==> src/core/mgp_consts.svh <==
`ifndef MGP_CONSTS_SVH
`define MGP_CONSTS_SVH
// ---------------------------------------------------------------
// Register indices (byte address is four times the index)
// ---------------------------------------------------------------
`define MGP_IDX_POLARITY   8'h17
`define MGP_IDX_PERIOD     8'h18
`define MGP_IDX_DEADTIME   8'h19
`define MGP_IDX_CHOP_SV    8'h1a
`define MGP_IDX_MOTOR      8'h1b
// ---------------------------------------------------------------
// Field positions
// ---------------------------------------------------------------
`define MGP_POL_LOW_BIT    0
`define MGP_POL_HIGH_BIT   1
`define MGP_PERIOD_MSB     11
`define MGP_DT_LOW_LSB     0
`define MGP_DT_HIGH_LSB    8
`define MGP_CHOP_LSB       0
`define MGP_SV_BIT         8
`define MGP_POLES_LSB      0
`define MGP_MTYPE_LSB      16
// ---------------------------------------------------------------
// Reset values and timing
// ---------------------------------------------------------------
`define MGP_RST_POLARITY   2'h0
`define MGP_RST_PERIOD     12'hf9f
`define MGP_RST_DEADTIME   8'h14
`define MGP_RST_CHOP       8'h00
`define MGP_RST_MTYPE      8'h00
`define MGP_RST_POLES      16'h0001
`define MGP_DT_UNIT_NS     10
`define MGP_CLK_PERIOD_NS  10
`define MGP_DT_CYC_PER_LSB ((`MGP_DT_UNIT_NS + `MGP_CLK_PERIOD_NS - 1) / `MGP_CLK_PERIOD_NS)
`define MGP_DIV_STEPS      5'h10
`endif

==> src/core/mgp_pkg.sv <==
package mgp_pkg;
    // Chopper modes
    typedef enum logic [7:0] {
        MGP_CHOP_OFF0    = 8'b00000000,
        MGP_CHOP_LOW_ON  = 8'b00000001,
        MGP_CHOP_HIGH_ON = 8'b00000010,
        MGP_CHOP_OFF3    = 8'b00000011,
        MGP_CHOP_OFF4    = 8'b00000100,
        MGP_CHOP_LOW_PWM = 8'b00000101,
        MGP_CHOP_HIGH_PWM= 8'b00000110,
        MGP_CHOP_CENTRED = 8'b00000111
    } mgp_chop_t;

    // Motor kinds
    typedef enum logic [7:0] {
        MGP_MOTOR_NONE   = 8'b00000000,
        MGP_MOTOR_DC     = 8'b00000001,
        MGP_MOTOR_STEP2  = 8'b00000010,
        MGP_MOTOR_BLDC3  = 8'b00000011
    } mgp_motor_t;

    // Electrical angle divider states
    typedef enum logic [0:0] {
        MGP_DIV_IDLE = 1'b0,
        MGP_DIV_RUN  = 1'b1
    } mgp_div_st_t;
endpackage : mgp_pkg

==> src/core/mgp_pwm_engine.sv <==
// Behaviour
// - Every low-side gate output is inverted when the low-side polarity bit is set.
// - Every high-side gate output is inverted when the high-side polarity bit is set.
// - Outside mode 7 the PWM counter wraps at a 12-bit maximum, giving 100 MHz divided by maximum plus one.
// - A low-side gate turns on only after its 8-bit dead time in 10 ns steps has elapsed.
// - A high-side gate turns on only after its own 8-bit dead time in 10 ns steps has elapsed.
// - Modes 0, 3 and 4 keep gates off with the counter running; mode 1 holds low on, mode 2 holds high on.
// - Mode 5 chops the low side with high off; mode 6 chops the high side with low off.
// - Mode 7 gives centre-aligned PWM on every driven phase from the duty inputs.
// - With space-vector enable set the duties get common-mode injection, otherwise they pass as sinusoidal.
// - The motor type field selects no, one, two or three driven phases.
// - A 16-bit pole-pair count divides the mechanical angle into the electrical angle.
`timescale 1ns/1ns
`include "mgp_consts.svh"
module mgp_pwm_engine #(
    parameter int NPH = 3,
    parameter int CW  = 12
) (
    input  wire logic              clk,
    input  wire logic              rst_n,
    input  wire logic [7:0]        reg_addr,
    input  wire logic [31:0]       reg_wdata,
    input  wire logic              reg_wr,
    input  wire logic              reg_rd,
    output logic      [31:0]       reg_rdata,
    input  wire logic [NPH*CW-1:0] foc_duty,
    input  wire logic [15:0]       mech_angle,
    output logic      [15:0]       elec_angle,
    output logic                   elec_angle_valid,
    output logic      [NPH-1:0]    gate_low,
    output logic      [NPH-1:0]    gate_high
);
    // Everything that holds a value across clocks lives here
    typedef struct packed {
        // Software settings
        logic [1:0]                polarity;
        logic [CW-1:0]             period;
        logic [7:0]                dt_low;
        logic [7:0]                dt_high;
        logic [7:0]                chop;
        logic                      sv_en;
        logic [7:0]                mtype;
        logic [15:0]               poles;
        // Read data and carrier counter
        logic [31:0]               rdata;
        logic [CW-1:0]             cnt;
        logic                      down;
        // Dead-time timers, granted gates and pin levels
        logic [NPH-1:0][7:0]       tmr_low;
        logic [NPH-1:0][7:0]       tmr_high;
        logic [NPH-1:0]            on_low;
        logic [NPH-1:0]            on_high;
        logic [NPH-1:0]            out_low;
        logic [NPH-1:0]            out_high;
        // Angle divider
        mgp_pkg::mgp_div_st_t      div_st;
        logic [4:0]                div_cnt;
        logic [15:0]               quo;
        logic [16:0]               rem;
        logic [15:0]               divisor;
        logic [15:0]               elec;
        logic                      elec_vld;
    } mgp_state_t;

    mgp_state_t s_q, s_d;

    // ---------------------------------------------------------------
    // Phase decode and duty shaping
    // ---------------------------------------------------------------
    logic [1:0]          n_active;
    logic [CW-1:0]       duty_max, duty_min;
    logic signed [CW+1:0] sv_shift;
    logic [NPH-1:0]      pwm_on;
    logic [NPH-1:0]      want_low, want_high;
    logic [NPH-1:0][CW-1:0] duty_eff;

    // Driven phase count from motor kind; unknown kinds drive nothing
    // Out-of-range codes count as no motor, never as three phases
    always_comb begin
        case (mgp_pkg::mgp_motor_t'(s_q.mtype))
            mgp_pkg::MGP_MOTOR_DC:    n_active = 2'h1;
            mgp_pkg::MGP_MOTOR_STEP2: n_active = 2'h2;
            mgp_pkg::MGP_MOTOR_BLDC3: n_active = 2'h3;
            default:                  n_active = 2'h0;
        endcase
    end

    // Extremes over the duties, used for common-mode injection
    // One offset added to every phase leaves the line voltages unchanged
    always_comb begin
        duty_max = '0;
        duty_min = '1;
        for (int i = 0; i < NPH; i++) begin
            if (foc_duty[i*CW +: CW] > duty_max) duty_max = foc_duty[i*CW +: CW];
            if (foc_duty[i*CW +: CW] < duty_min) duty_min = foc_duty[i*CW +: CW];
        end
        // Centre the envelope on half the period
        // Halving both terms keeps the sum inside the two guard bits
        sv_shift = $signed({2'h0, s_q.period} >> 1)
                 - $signed(({2'h0, duty_max} + {2'h0, duty_min}) >> 1);
    end

    // Per-phase duty, compare and gate request
    for (genvar p = 0; p < NPH; p++) begin : g_phase
        logic signed [CW+1:0] shifted;
        logic                 active;
        assign shifted = $signed({2'h0, foc_duty[p*CW +: CW]}) + sv_shift;
        // Saturate so injection can never wrap a duty through zero
        assign duty_eff[p] = !s_q.sv_en ? foc_duty[p*CW +: CW] :
                             shifted < 0 ? '0 :
                             shifted > $signed({2'h0, s_q.period}) ? s_q.period :
                             shifted[CW-1:0];
        // Live counter compare; a duty above the period keeps it on
        assign pwm_on[p] = s_q.cnt < duty_eff[p];
        // Phases beyond the motor's count never request a gate
        assign active    = p < 32'(n_active);
        always_comb begin
            want_low[p]  = 1'b0;
            want_high[p] = 1'b0;
            case (mgp_pkg::mgp_chop_t'(s_q.chop))
                mgp_pkg::MGP_CHOP_LOW_ON:   want_low[p]  = active;
                mgp_pkg::MGP_CHOP_HIGH_ON:  want_high[p] = active;
                mgp_pkg::MGP_CHOP_LOW_PWM:  want_low[p]  = active & pwm_on[p];
                mgp_pkg::MGP_CHOP_HIGH_PWM: want_high[p] = active & pwm_on[p];
                mgp_pkg::MGP_CHOP_CENTRED: begin
                    want_high[p] = active & pwm_on[p];
                    want_low[p]  = active & ~pwm_on[p];
                end
                default: begin
                    want_low[p]  = 1'b0;
                    want_high[p] = 1'b0;
                end
            endcase
        end
    end

    // ---------------------------------------------------------------
    // Next state
    // ---------------------------------------------------------------
    // Divider scratch, zero outside the run state
    logic [16:0] trial;

    // One process holds all next-state logic so the struct has one driver
    always_comb begin
        s_d   = s_q;
        trial = '0;

        // ---------------------------------------------------------------
        // Register access
        // ---------------------------------------------------------------
        // Register writes, word index is the byte address over four
        // Misaligned addresses are dropped rather than rounded down
        if (reg_wr && reg_addr[1:0] == 2'h0) begin
            case ({2'h0, reg_addr[7:2]})
                `MGP_IDX_POLARITY: s_d.polarity = reg_wdata[`MGP_POL_HIGH_BIT:`MGP_POL_LOW_BIT];
                `MGP_IDX_PERIOD:   s_d.period   = reg_wdata[`MGP_PERIOD_MSB:0];
                `MGP_IDX_DEADTIME: begin
                    s_d.dt_low  = reg_wdata[`MGP_DT_LOW_LSB +: 8];
                    s_d.dt_high = reg_wdata[`MGP_DT_HIGH_LSB +: 8];
                end
                `MGP_IDX_CHOP_SV: begin
                    s_d.chop  = reg_wdata[`MGP_CHOP_LSB +: 8];
                    s_d.sv_en = reg_wdata[`MGP_SV_BIT];
                end
                `MGP_IDX_MOTOR: begin
                    s_d.poles = reg_wdata[`MGP_POLES_LSB +: 16];
                    s_d.mtype = reg_wdata[`MGP_MTYPE_LSB +: 8];
                end
                default: s_d.polarity = s_q.polarity;
            endcase
        end

        // Read data for one cycle after the strobe; unmapped reads zero
        s_d.rdata = '0;
        // Unused upper bits read as zero so software can mask safely
        if (reg_rd && reg_addr[1:0] == 2'h0) begin
            case ({2'h0, reg_addr[7:2]})
                `MGP_IDX_POLARITY: s_d.rdata = {30'h0, s_q.polarity};
                `MGP_IDX_PERIOD:   s_d.rdata = {20'h0, s_q.period};
                `MGP_IDX_DEADTIME: s_d.rdata = {16'h0, s_q.dt_high, s_q.dt_low};
                `MGP_IDX_CHOP_SV:  s_d.rdata = {23'h0, s_q.sv_en, s_q.chop};
                `MGP_IDX_MOTOR:    s_d.rdata = {8'h0, s_q.mtype, s_q.poles};
                default:           s_d.rdata = '0;
            endcase
        end

        // ---------------------------------------------------------------
        // Carrier counter
        // ---------------------------------------------------------------
        // Sawtooth in test modes, triangle in centred mode
        // A period of zero parks the counter at zero in both shapes
        if (mgp_pkg::mgp_chop_t'(s_q.chop) == mgp_pkg::MGP_CHOP_CENTRED) begin
            if (s_q.down) begin
                if (s_q.cnt == '0) begin
                    s_d.down = 1'b0;
                    s_d.cnt  = (s_q.period == '0) ? '0 : CW'(1);
                end else begin
                    s_d.cnt = s_q.cnt - CW'(1);
                end
            end else if (s_q.cnt >= s_q.period) begin
                s_d.down = 1'b1;
                s_d.cnt  = (s_q.period == '0) ? '0 : s_q.period - CW'(1);
            end else begin
                s_d.cnt = s_q.cnt + CW'(1);
            end
        end else begin
            s_d.down = 1'b0;
            // Counter keeps running even while gates are off
            s_d.cnt  = (s_q.cnt >= s_q.period) ? '0 : s_q.cnt + CW'(1);
        end

        // ---------------------------------------------------------------
        // Break-before-make
        // ---------------------------------------------------------------
        // A gate may rise only after its dead time
        // Each side also waits for the other's grant to clear, so a
        // mode switch can never overlap the two switches of one leg
        // Timers restart whenever the request drops, even mid-count
        for (int i = 0; i < NPH; i++) begin
            if (!want_low[i] || want_high[i] || s_q.on_high[i]) begin
                s_d.on_low[i]  = 1'b0;
                s_d.tmr_low[i] = '0;
            end else if (!s_q.on_low[i]) begin
                if (s_q.tmr_low[i] >= s_q.dt_low) s_d.on_low[i] = 1'b1;
                else s_d.tmr_low[i] = s_q.tmr_low[i] + 8'(`MGP_DT_CYC_PER_LSB);
            end
            if (!want_high[i] || s_q.on_low[i]) begin
                s_d.on_high[i]  = 1'b0;
                s_d.tmr_high[i] = '0;
            end else if (!s_q.on_high[i]) begin
                if (s_q.tmr_high[i] >= s_q.dt_high) s_d.on_high[i] = 1'b1;
                else s_d.tmr_high[i] = s_q.tmr_high[i] + 8'(`MGP_DT_CYC_PER_LSB);
            end
        end

        // Polarity applied on the way to the pins, output from flops
        // A new polarity reaches the pins one clock after it is written
        s_d.out_low  = s_d.on_low  ^ {NPH{s_q.polarity[`MGP_POL_LOW_BIT]}};
        s_d.out_high = s_d.on_high ^ {NPH{s_q.polarity[`MGP_POL_HIGH_BIT]}};

        // ---------------------------------------------------------------
        // Angle divider
        // ---------------------------------------------------------------
        // Restoring divider, one quotient bit a cycle
        // Sixteen steps trade latency for a single subtractor
        s_d.elec_vld = 1'b0;
        case (s_q.div_st)
            mgp_pkg::MGP_DIV_IDLE: begin
                if (s_q.poles != '0) begin // Zero poles: hold last angle
                    s_d.quo     = mech_angle;
                    s_d.rem     = '0;
                    s_d.divisor = s_q.poles;
                    s_d.div_cnt = '0;
                    s_d.div_st  = mgp_pkg::MGP_DIV_RUN;
                end
            end
            mgp_pkg::MGP_DIV_RUN: begin
                trial = {s_q.rem[15:0], s_q.quo[15]};
                if (trial >= {1'b0, s_q.divisor}) begin
                    s_d.rem = trial - {1'b0, s_q.divisor};
                    s_d.quo = {s_q.quo[14:0], 1'b1};
                end else begin
                    s_d.rem = trial;
                    s_d.quo = {s_q.quo[14:0], 1'b0};
                end
                s_d.div_cnt = s_q.div_cnt + 5'h1;
                if (s_q.div_cnt == `MGP_DIV_STEPS - 5'h1) begin
                    s_d.elec     = s_d.quo;
                    s_d.elec_vld = 1'b1;
                    s_d.div_st   = mgp_pkg::MGP_DIV_IDLE;
                end
            end
            default: s_d.div_st = mgp_pkg::MGP_DIV_IDLE;
        endcase
    end

    // ---------------------------------------------------------------
    // State register
    // ---------------------------------------------------------------
    // Reset leaves every gate off and loads the default settings
    always_ff @(posedge clk or negedge rst_n) begin
        if (!rst_n) begin
            s_q          <= '0;
            s_q.polarity <= `MGP_RST_POLARITY;
            s_q.period   <= `MGP_RST_PERIOD;
            s_q.dt_low   <= `MGP_RST_DEADTIME;
            s_q.dt_high  <= `MGP_RST_DEADTIME;
            s_q.chop     <= `MGP_RST_CHOP;
            s_q.mtype    <= `MGP_RST_MTYPE;
            s_q.poles    <= `MGP_RST_POLES;
            s_q.div_st   <= mgp_pkg::MGP_DIV_IDLE;
        end else begin
            s_q <= s_d;
        end
    end

    // Outputs straight from the state register
    // No logic after the flops, so the pins never glitch
    assign reg_rdata        = s_q.rdata;
    assign elec_angle       = s_q.elec;
    assign elec_angle_valid = s_q.elec_vld;
    assign gate_low         = s_q.out_low;
    assign gate_high        = s_q.out_high;
endmodule : mgp_pwm_engine

==> config.mk <==
export PLATFORM = sky130hd
export DESIGN_NAME = mgp_pwm_engine
export DESIGN_NICKNAME = d
export VERILOG_FILES = /design/src/core/mgp_pkg.sv /design/src/core/mgp_pwm_engine.sv
export VERILOG_INCLUDE_DIRS = /design/src /design/src/core
export SDC_FILE = /design/constraint.sdc
export NUM_CORES = 1
export LEC_CHECK = 0
export ABC_AREA = 1
export BUFFER_PORTS_ARGS = -buffer_cell sky130_fd_sc_hd__buf_2
export CAP_MARGIN = 40
export CORE_MARGIN = 5
export CORE_UTILIZATION = 56
export DETAILED_ROUTE_END_ITERATION = 12
export HOLD_SLACK_MARGIN = 0.1
export PLACE_DENSITY = 0.81
export SYNTH_ARGS = -nofsm -noshare
export SYNTH_HDL_FRONTEND = slang
export SYNTH_SLANG_ARGS = --single-unit
==> constraint.sdc <==
create_clock -name clk -period 6.3 [get_ports clk]
set_clock_uncertainty 0.1 [all_clocks]
set_input_delay 0.315 -clock clk [delete_from_list [all_inputs] [get_ports clk]]
set_output_delay 0.315 -clock clk [all_outputs]
set_load 0.01 [all_outputs]
==> flow_metrics.py, run 1 <==
metrics = {
    "place": {
        "hpwl_um": 50870,
        "routabilityCongestion": 1.046,
        "dpl.cell_count": 3447,
        "numPortBuffers": 134,
        "place_area_um2": 22930,
    },
    "synthesis": {
        "synth_top_family_by_area": "simple AND/OR/NAND/NOR gates",
        "synth_flop_cell": "dfrtp_1",
        "netlist_instances": 2660,
        "synth_seq_cells": 231,
        "synthAdderAreaFrac": 0.1716,
        "synth-xor-area-share": 0.04839,
        "ys.warnings.count": 0,
        "synthSimpleGateAreaFrac": 0.1910,
        "synth_edf_count": 0,
        "netlist_area_um2": 19730,
        "yosysUniqueCellTypes": 62,
        "yosys-mux-area-fraction": 0.0005708,
        "async_flop_share": 1.000,
        "synth-seq-area-share": 0.2940,
        "syn_avg_cell_area_um2": 7.416,
        "synth_compound_area_frac": 0.1799,
    },
    "clock_tree": {
        "clock_path_buffers": 3,
        "cts_root_buf": "clkbuf_16",
        "cts_tree": "built",
        "htree_levels": 1,
        "clkSinkCount": 231,
        "cts_buffers": 25,
        "clkLatencyLatePin_ps": 540,
        "path_clk_slew_ps": 70,
    },
    "grt": {
        "grt_pass1_vias": 20280,
        "grt_antenna_before_repair": 0,
        "grt_max_degree": 98,
        "overflow": 0,
        "grt_pass1_wl_um": 104800,
        "grt_use_total": 0.3297,
    },
    "layout": {
        "drive_gt1_frac": 0.2592,
        "num_antenna_cells": 0,
        "nets": 3473,
        "nFillCells": 2341,
        "finalInstanceArea_um2": 25850,
        "finish.utilization": 0.7466,
        "finalNonFillerCells": 3584,
        "area_growth_pct": 31.05,
    },
    "status": {
        "status": "finished, violations left",
        "violations": "setup timing",
    },
    "critical_path": {
        "r2r_cells": 44,
        "cp_data_arrival_time_ps": 9930,
        "timing.rr.end": "gate_low[2]",
        "startpoint_type": "primary input",
        "slowest_stage": "o21ai_0",
        "cpPeakStageDelay_ps": 370,
        "required_ps": 6630,
        "r2r_setup_slack_ps": -510,
        "path_common_cell": "nand2_1",
        "endpoint_kind": "flop",
        "crit_fanout": 11,
        "r2r_start": "s_q[227]",
        "criticalPathCategory": "primary input to flop",
    },
    "sta": {
        "rsz0062_at_grt": "true",
        "period_share": 1.523,
        "max-slew-margin-rel": 0.3221,
        "finalHoldViolations": 0,
        "max_freq_mhz": 104.2,
        "tightestPinTransition_ps": 1009,
        "finalSetupViolCount": 60,
        "min_period_ps": 9596,
        "drv_slew": 0,
        "timing.final.ws_setup_ps": -3296,
    },
    "pwr": {
        "p_leak_nw": 13.07,
        "power_density_nw_per_um2": 542.7,
        "vdd_drop_max_mv": 0.3532,
    },
    "drt": {
        "drtIter0Drc": 2209,
        "num_vias": 21330,
        "routedWlPerCell_um": 20.06,
        "drtAntennaViolNets": 0,
        "avgViaCountPerCell": 5.950,
        "wl_um": 71900,
        "drc": 0,
        "first_pass_iters": 7,
    },
    "min_path": {
        "hold_class": "primary input to flop",
        "min_from": "reg_addr[4]",
        "worstHoldEndpoint": "reg_rdata[0]",
        "min_path_cells": 5,
    },
    "floorplanning": {
        "core-area_um2": 34630,
        "row_count": 68,
        "num_io_pins": 151,
        "die-area_um2": 39080,
        "die_w_um": 197.7,
        "start_util": 0.5697,
        "dieHeight_um": 197.7,
    },
    "run": {
        "max_cap_viol_count": 0,
    },
}
## sequential cells by signal, indices dropped and copies added, names as in the netlist
register / cells
s_q: 184
reg_rdata: 24
elec_angle: 16
gate_high: 3
gate_low: 3
elec_angle_valid: 1
## power by group
group | internal [mW] | switching (mW) | total (mW) | leakage (nW)
combinational | 4.98 | 5.71 | 10.7 | 9.66
sequential | 1.72 | 0.171 | 1.89 | 3.02
clock | 0.813 | 0.638 | 1.45 | 0.391
total | 7.52 | 6.51 | 14.0 | 13.1
## layout by cell type, fill, tap and decap left out, drive strengths merged, types with 9 or more instances in the layout
| master | netlist | layout |
|---|---|---|
| nand2 | 502 | 505 |
| buf | 58 | 478 |
| inv | 430 | 432 |
| o21ai | 262 | 262 |
| ha | 261 | 261 |
| dfrtp | 216 | 216 |
| a21oi | 210 | 210 |
| nor2 | 206 | 206 |
| xor2 | 75 | 75 |
| nand3 | 67 | 67 |
| nor3 | 44 | 44 |
| clkbuf | 53 | 43 |
| dlygate4sd3 | 0 | 41 |
| nand4 | 34 | 34 |
| xnor2 | 34 | 34 |
| o22ai | 24 | 24 |
| o211ai | 18 | 18 |
| o221ai | 17 | 17 |
| dfstp | 15 | 15 |
| o21bai | 11 | 11 |
| nand3b | 10 | 10 |
| nor4 | 10 | 10 |
| a31oi | 9 | 9 |
| a22o | 9 | 9 |
## how the worst max path moves through the flow
stage,start,slack [ps],end
floorplan,foc_duty[11],-2270,gate_low[1]
global placement,foc_duty[3],-3490,s_q[125]
detailed placement,foc_duty[3],-3670,s_q[105]
CTS,foc_duty[5],-2670,s_q[111]
global route,foc_duty[11],-3610,gate_low[2]
finish,foc_duty[11],-3300,gate_low[2]
## cell type report
cell class | count | area [um2] | area share
clock buffer | 39 | 738.2 | 0.02855
clock inverter | 7 | 60.06 | 0.002323
inverter | 434 | 1654 | 0.06398
multi-input combinational | 1894 | 13090 | 0.5063
sequential | 231 | 5799 | 0.2243
tap | 455 | 569.3 | 0.02202
timing repair buffer | 523 | 3936 | 0.1523
timing repair inverter | 1 | 7.507 | 0.0002904
## per-stage QoR
step	TNS, ps	power (mW)	hold slack, ps	setup WS (ps)
after detailed placement	-210890	10.62	288.0	-3672
after global placement	-196080	10.30	281.7	-3489
after floorplan	-123570	7.297	-80.59	-2269
after global routing	-206300	15.05	173.3	-3612
after CTS	-155970	12.30	148.9	-2673
final	-182150	14.03	151.4	-3296
## what timing repair did
| item | CTS | global route |
|---|---|---|
| pin swaps | 18 | 98 |
| cloned | 1 | 8 |
| gates resized for setup | 41 | 254 |
| hold buffers | 41 | 0 |
| endpoints found under the hold margin | 166 | 0 |
| setup buffers | 9 | 33 |
| endpoints found under the setup margin | 60 | 60 |
## worst max-delay path, delay by kind of cell
kind | cells | cell delay [ps]
AOI/OAI and AO/OA | 18 | 2960
adders and majority gates | 7 | 1960
buffers and inverters | 14 | 1490
and+or+nand+nor | 24 | 2590
xor gates and xnor gates | 3 | 590
## per-layer routing
layer  GRT usage  vias up  wire, um
met5           0        -         0
met3     0.04832      379      6713
met4      0.1492        0      4952
met1      0.4297     9966     27340
met2      0.5455     1274     32890
li1            -     9707         -
## kinds of logic after synthesis
kind of cell	Yosys count
and+or+nand+nor	885
AOI/OAI and AO/OA	621
buffers and inverters	545
adders and majority gates	267
DFF	231
xor gates and xnor gates	109
other	1
muxes	1
## Yosys cell counts (16+ instances only)
cell	count	area (um2)
nor3_1	43	215.2
o21ai_0	243	1216
o22ai_1	24	150.1
inv_1	422	1584
o221ai_1	17	148.9
nor2_1	202	758.2
nand3_1	62	310.3
nand4_1	33	206.5
nand2_1	492	1847
dfrtp_1	216	5405
o21ai_1	16	80.08
buf_4	55	412.9
clkbuf_1	53	198.9
xor2_1	75	656.9
xnor2_1	34	297.8
o211ai_1	18	135.1
ha_1	261	3266
a21oi_1	210	1051
No activity file was read; power rests on OpenSTA's default activity.
==> inputs of run 2 (changes only) <==
--- a/config.mk
+++ b/config.mk
@@ -8,4 +8,5 @@
 export LEC_CHECK = 0
 export ABC_AREA = 1
+export ABC_CLOCK_PERIOD_IN_PS = 6300
 export BUFFER_PORTS_ARGS = -buffer_cell sky130_fd_sc_hd__buf_2
 export CAP_MARGIN = 40
==> constraint.sdc (replaced) <==
create_clock -name clk -period 6.3 [get_ports clk]
set_clock_uncertainty 0.1 [all_clocks]
set_input_delay 0.945 -clock clk [delete_from_list [all_inputs] [get_ports clk]]
set_output_delay 0.945 -clock clk [all_outputs]
set_load 0.01 [all_outputs]
==> run 2 against run 1 <==
Compared with the run above: the run still ends with setup timing left; sequential share of layout area rose by 0.46 points; critical path depth rose by 3; sequential cell count did not move; wire length fell by 6.1%; cell area fell by 2.0%; combinational power barely moved; first-iteration DRC count fell by 11%; die area did not move; clock power rose by 4%; critical path type unchanged; largest cell class unchanged.
==> flow_metrics.py, run 2 (synthesis results as in run 1) <==
metrics = {
    "clock_tree": {
        "path_clk_slew_ps": 60,
        "htree_levels": 1,
        "clock_path_buffers": 3,
        "clkSinkCount": 231,
        "cts_tree": "built",
        "clkLatencyLatePin_ps": 550,
        "cts_buffers": 25,
        "cts_root_buf": "clkbuf_16",
    },
    "layout": {
        "layout_commonest_cell": "nand2_1",
        "area_growth_pct": 28.39,
        "finish.utilization": 0.7315,
        "nFillCells": 2589,
        "num_antenna_cells": 0,
        "drive_gt1_frac": 0.2527,
        "largest_reg_flops": 184,
        "nets": 3443,
        "largest_register": "s_q",
        "final_cell_mix": "464 x nand2_1, 397 x inv_1, 348 x buf_4",
    },
    "grt": {
        "grt_use_total": 0.3289,
        "grt_antenna_before_repair": 0,
        "grt_pass1_wl_um": 103800,
        "grt_pass1_vias": 20110,
        "grt_max_degree": 137,
        "overflow": 0,
    },
    "pwr": {
        "p_clk_frac": 0.107,
        "p_leak_nw": 12.89,
        "power_density_nw_per_um2": 555.2,
        "swShare": 0.4485,
        "switchingPower_mw": 6.307,
        "report.power.total_mw": 14.06,
        "vdd_drop_max_mv": 0.4088,
        "combPwrFrac": 0.758,
        "sequentialPowerShare": 0.134,
        "internal_power_mw": 7.756,
    },
    "sta": {
        "finalSetupViolCount": 60,
        "rsz0062_at_grt": "true",
        "finalHoldViolations": 0,
        "timing.final.ws_setup_ps": -3608,
        "drv_slew": 0,
        "min_period_ps": 9908,
        "period_share": 1.573,
        "max-slew-margin-rel": 0.3954,
        "max_freq_mhz": 100.9,
        "tightestPinTransition_ps": 904.7,
        "fin_setup_tns_ps": -201590,
    },
    "drt": {
        "drc": 0,
        "wl_um": 67490,
        "drtAntennaViolNets": 0,
        "drtIter0Drc": 1964,
        "num_vias": 20590,
        "avgViaCountPerCell": 5.796,
        "routedWlPerCell_um": 19.00,
        "first_pass_iters": 6,
    },
    "floorplanning": {
        "core-area_um2": 34630,
        "dieHeight_um": 197.7,
        "start_util": 0.5697,
        "row_count": 68,
        "die-area_um2": 39080,
        "num_io_pins": 151,
        "die_w_um": 197.7,
    },
    "status": {
        "status": "finished, violations left",
        "violations": "setup timing",
    },
    "critical_path": {
        "slowest_stage": "ha_1",
        "path_common_cell": "inv_1",
        "cpPeakStageDelay_ps": 360,
        "required_ps": 6620,
        "startpoint_type": "primary input",
        "criticalPathCategory": "primary input to flop",
        "r2r_setup_slack_ps": -430,
        "endpoint_kind": "flop",
        "crit_fanout": 7,
        "cp_data_arrival_time_ps": 10230,
    },
    "place": {
        "numPortBuffers": 134,
        "hpwl_um": 52190,
        "routabilityCongestion": 1.042,
    },
    "run": {
        "max_cap_viol_count": 0,
    },
    "min_path": {
        "hold_class": "primary input to asynchronous set/reset pin",
    },
}
-- run 2: cell count changes in the layout (fill, tap and decap cells not counted), moves of 6 or more --
cell	before	now
a21oi_2	34	28
nor2_1	180	192
nor2_2	21	11
buf_4	330	348
nand2_4	16	9
dlygate4sd3_1	41	0
buf_2	122	128
a21oi_1	174	181
buf_6	18	11
nand2_1	455	464
-- run 2: worst max-delay path: cells and delay by family --
kind	cells	cell delay [ps]
AOI/OAI and AO/OA	22	3150
buffers and inverters	19	1950
and+or+nand+nor	18	1910
adders and majority gates	7	1810
xor gates and xnor gates	3	420
-- run 2: power groups by stage --
| stage | logic (mW) | registers [mW] | clock network, mW |
|---|---|---|---|
| floorplan | 5.46 | 1.84 | 0 |
| global placement | 8.97 | 1.89 | 0 |
| detailed placement | 9.25 | 1.90 | 0 |
| CTS | 9.87 | 1.88 | 1.52 |
| global route | 11.7 | 1.91 | 1.59 |
| finish | 10.7 | 1.89 | 1.51 |
-- run 2: per-layer routing --
layer  track usage  part of all wire  vias up
met4        0.1502             0.056        0
met2        0.5432              0.46     1026
met3       0.04986             0.091      234
met5             0                 0        -
met1        0.4277              0.39     9684
li1              -                 -     9648
-- run 2: metrics by stage --
step / cells / hold WS, ps / instance area, um2 / worst slack, ps
6_report: 3553 / 290.6 / 25330 / -3608
5_1_grt: 3553 / 360.5 / 25330 / -4074
3_5_place_dp: 3469 / 368.4 / 23080 / -4382
4_1_cts: 3532 / 329.5 / 24560 / -3219
3_3_place_gp: 3467 / 362.3 / 23060 / -4179
2_1_floorplan: 2667 / 353.0 / 20050 / -2899
-- run 2: path summary, 6_finish.rpt --
check / cells after the start / startpoint / to
worst max-delay path: 69 / foc_duty[12] / s_q[97]
worst min-delay path: 1 / rst_n / s_q[132]
worst max register to register: 44 / s_q[227] / s_q[97]
worst min register to register: 2 / elec_angle[0] / elec_angle[0]
max in group asynchronous: 2 / rst_n / gate_low[0]
min in group clk: 2 / elec_angle[0] / elec_angle[0]
-- run 2: layout make-up --
| cell class | instances | area (um2) | share of cell area |
|---|---|---|---|
| timing repair inverter | 1 | 7.507 | 0.0002964 |
| clock buffer | 36 | 696.9 | 0.02751 |
| tap | 455 | 569.3 | 0.02248 |
| timing repair buffer | 495 | 3537 | 0.1396 |
| inverter | 434 | 1662 | 0.06560 |
| clock inverter | 9 | 141.4 | 0.005582 |
| multi-input combinational | 1892 | 12920 | 0.5099 |
| sequential | 231 | 5799 | 0.2290 |
-- run 2: what timing repair did --
item | 4_1_cts | 5_1_grt
resized for setup | 105 | 121
setup endpoints to repair | 60 | 60
hold buffers | 0 | 0
gates cloned | 3 | 2
setup buffers | 15 | 19
pin swaps | 25 | 71
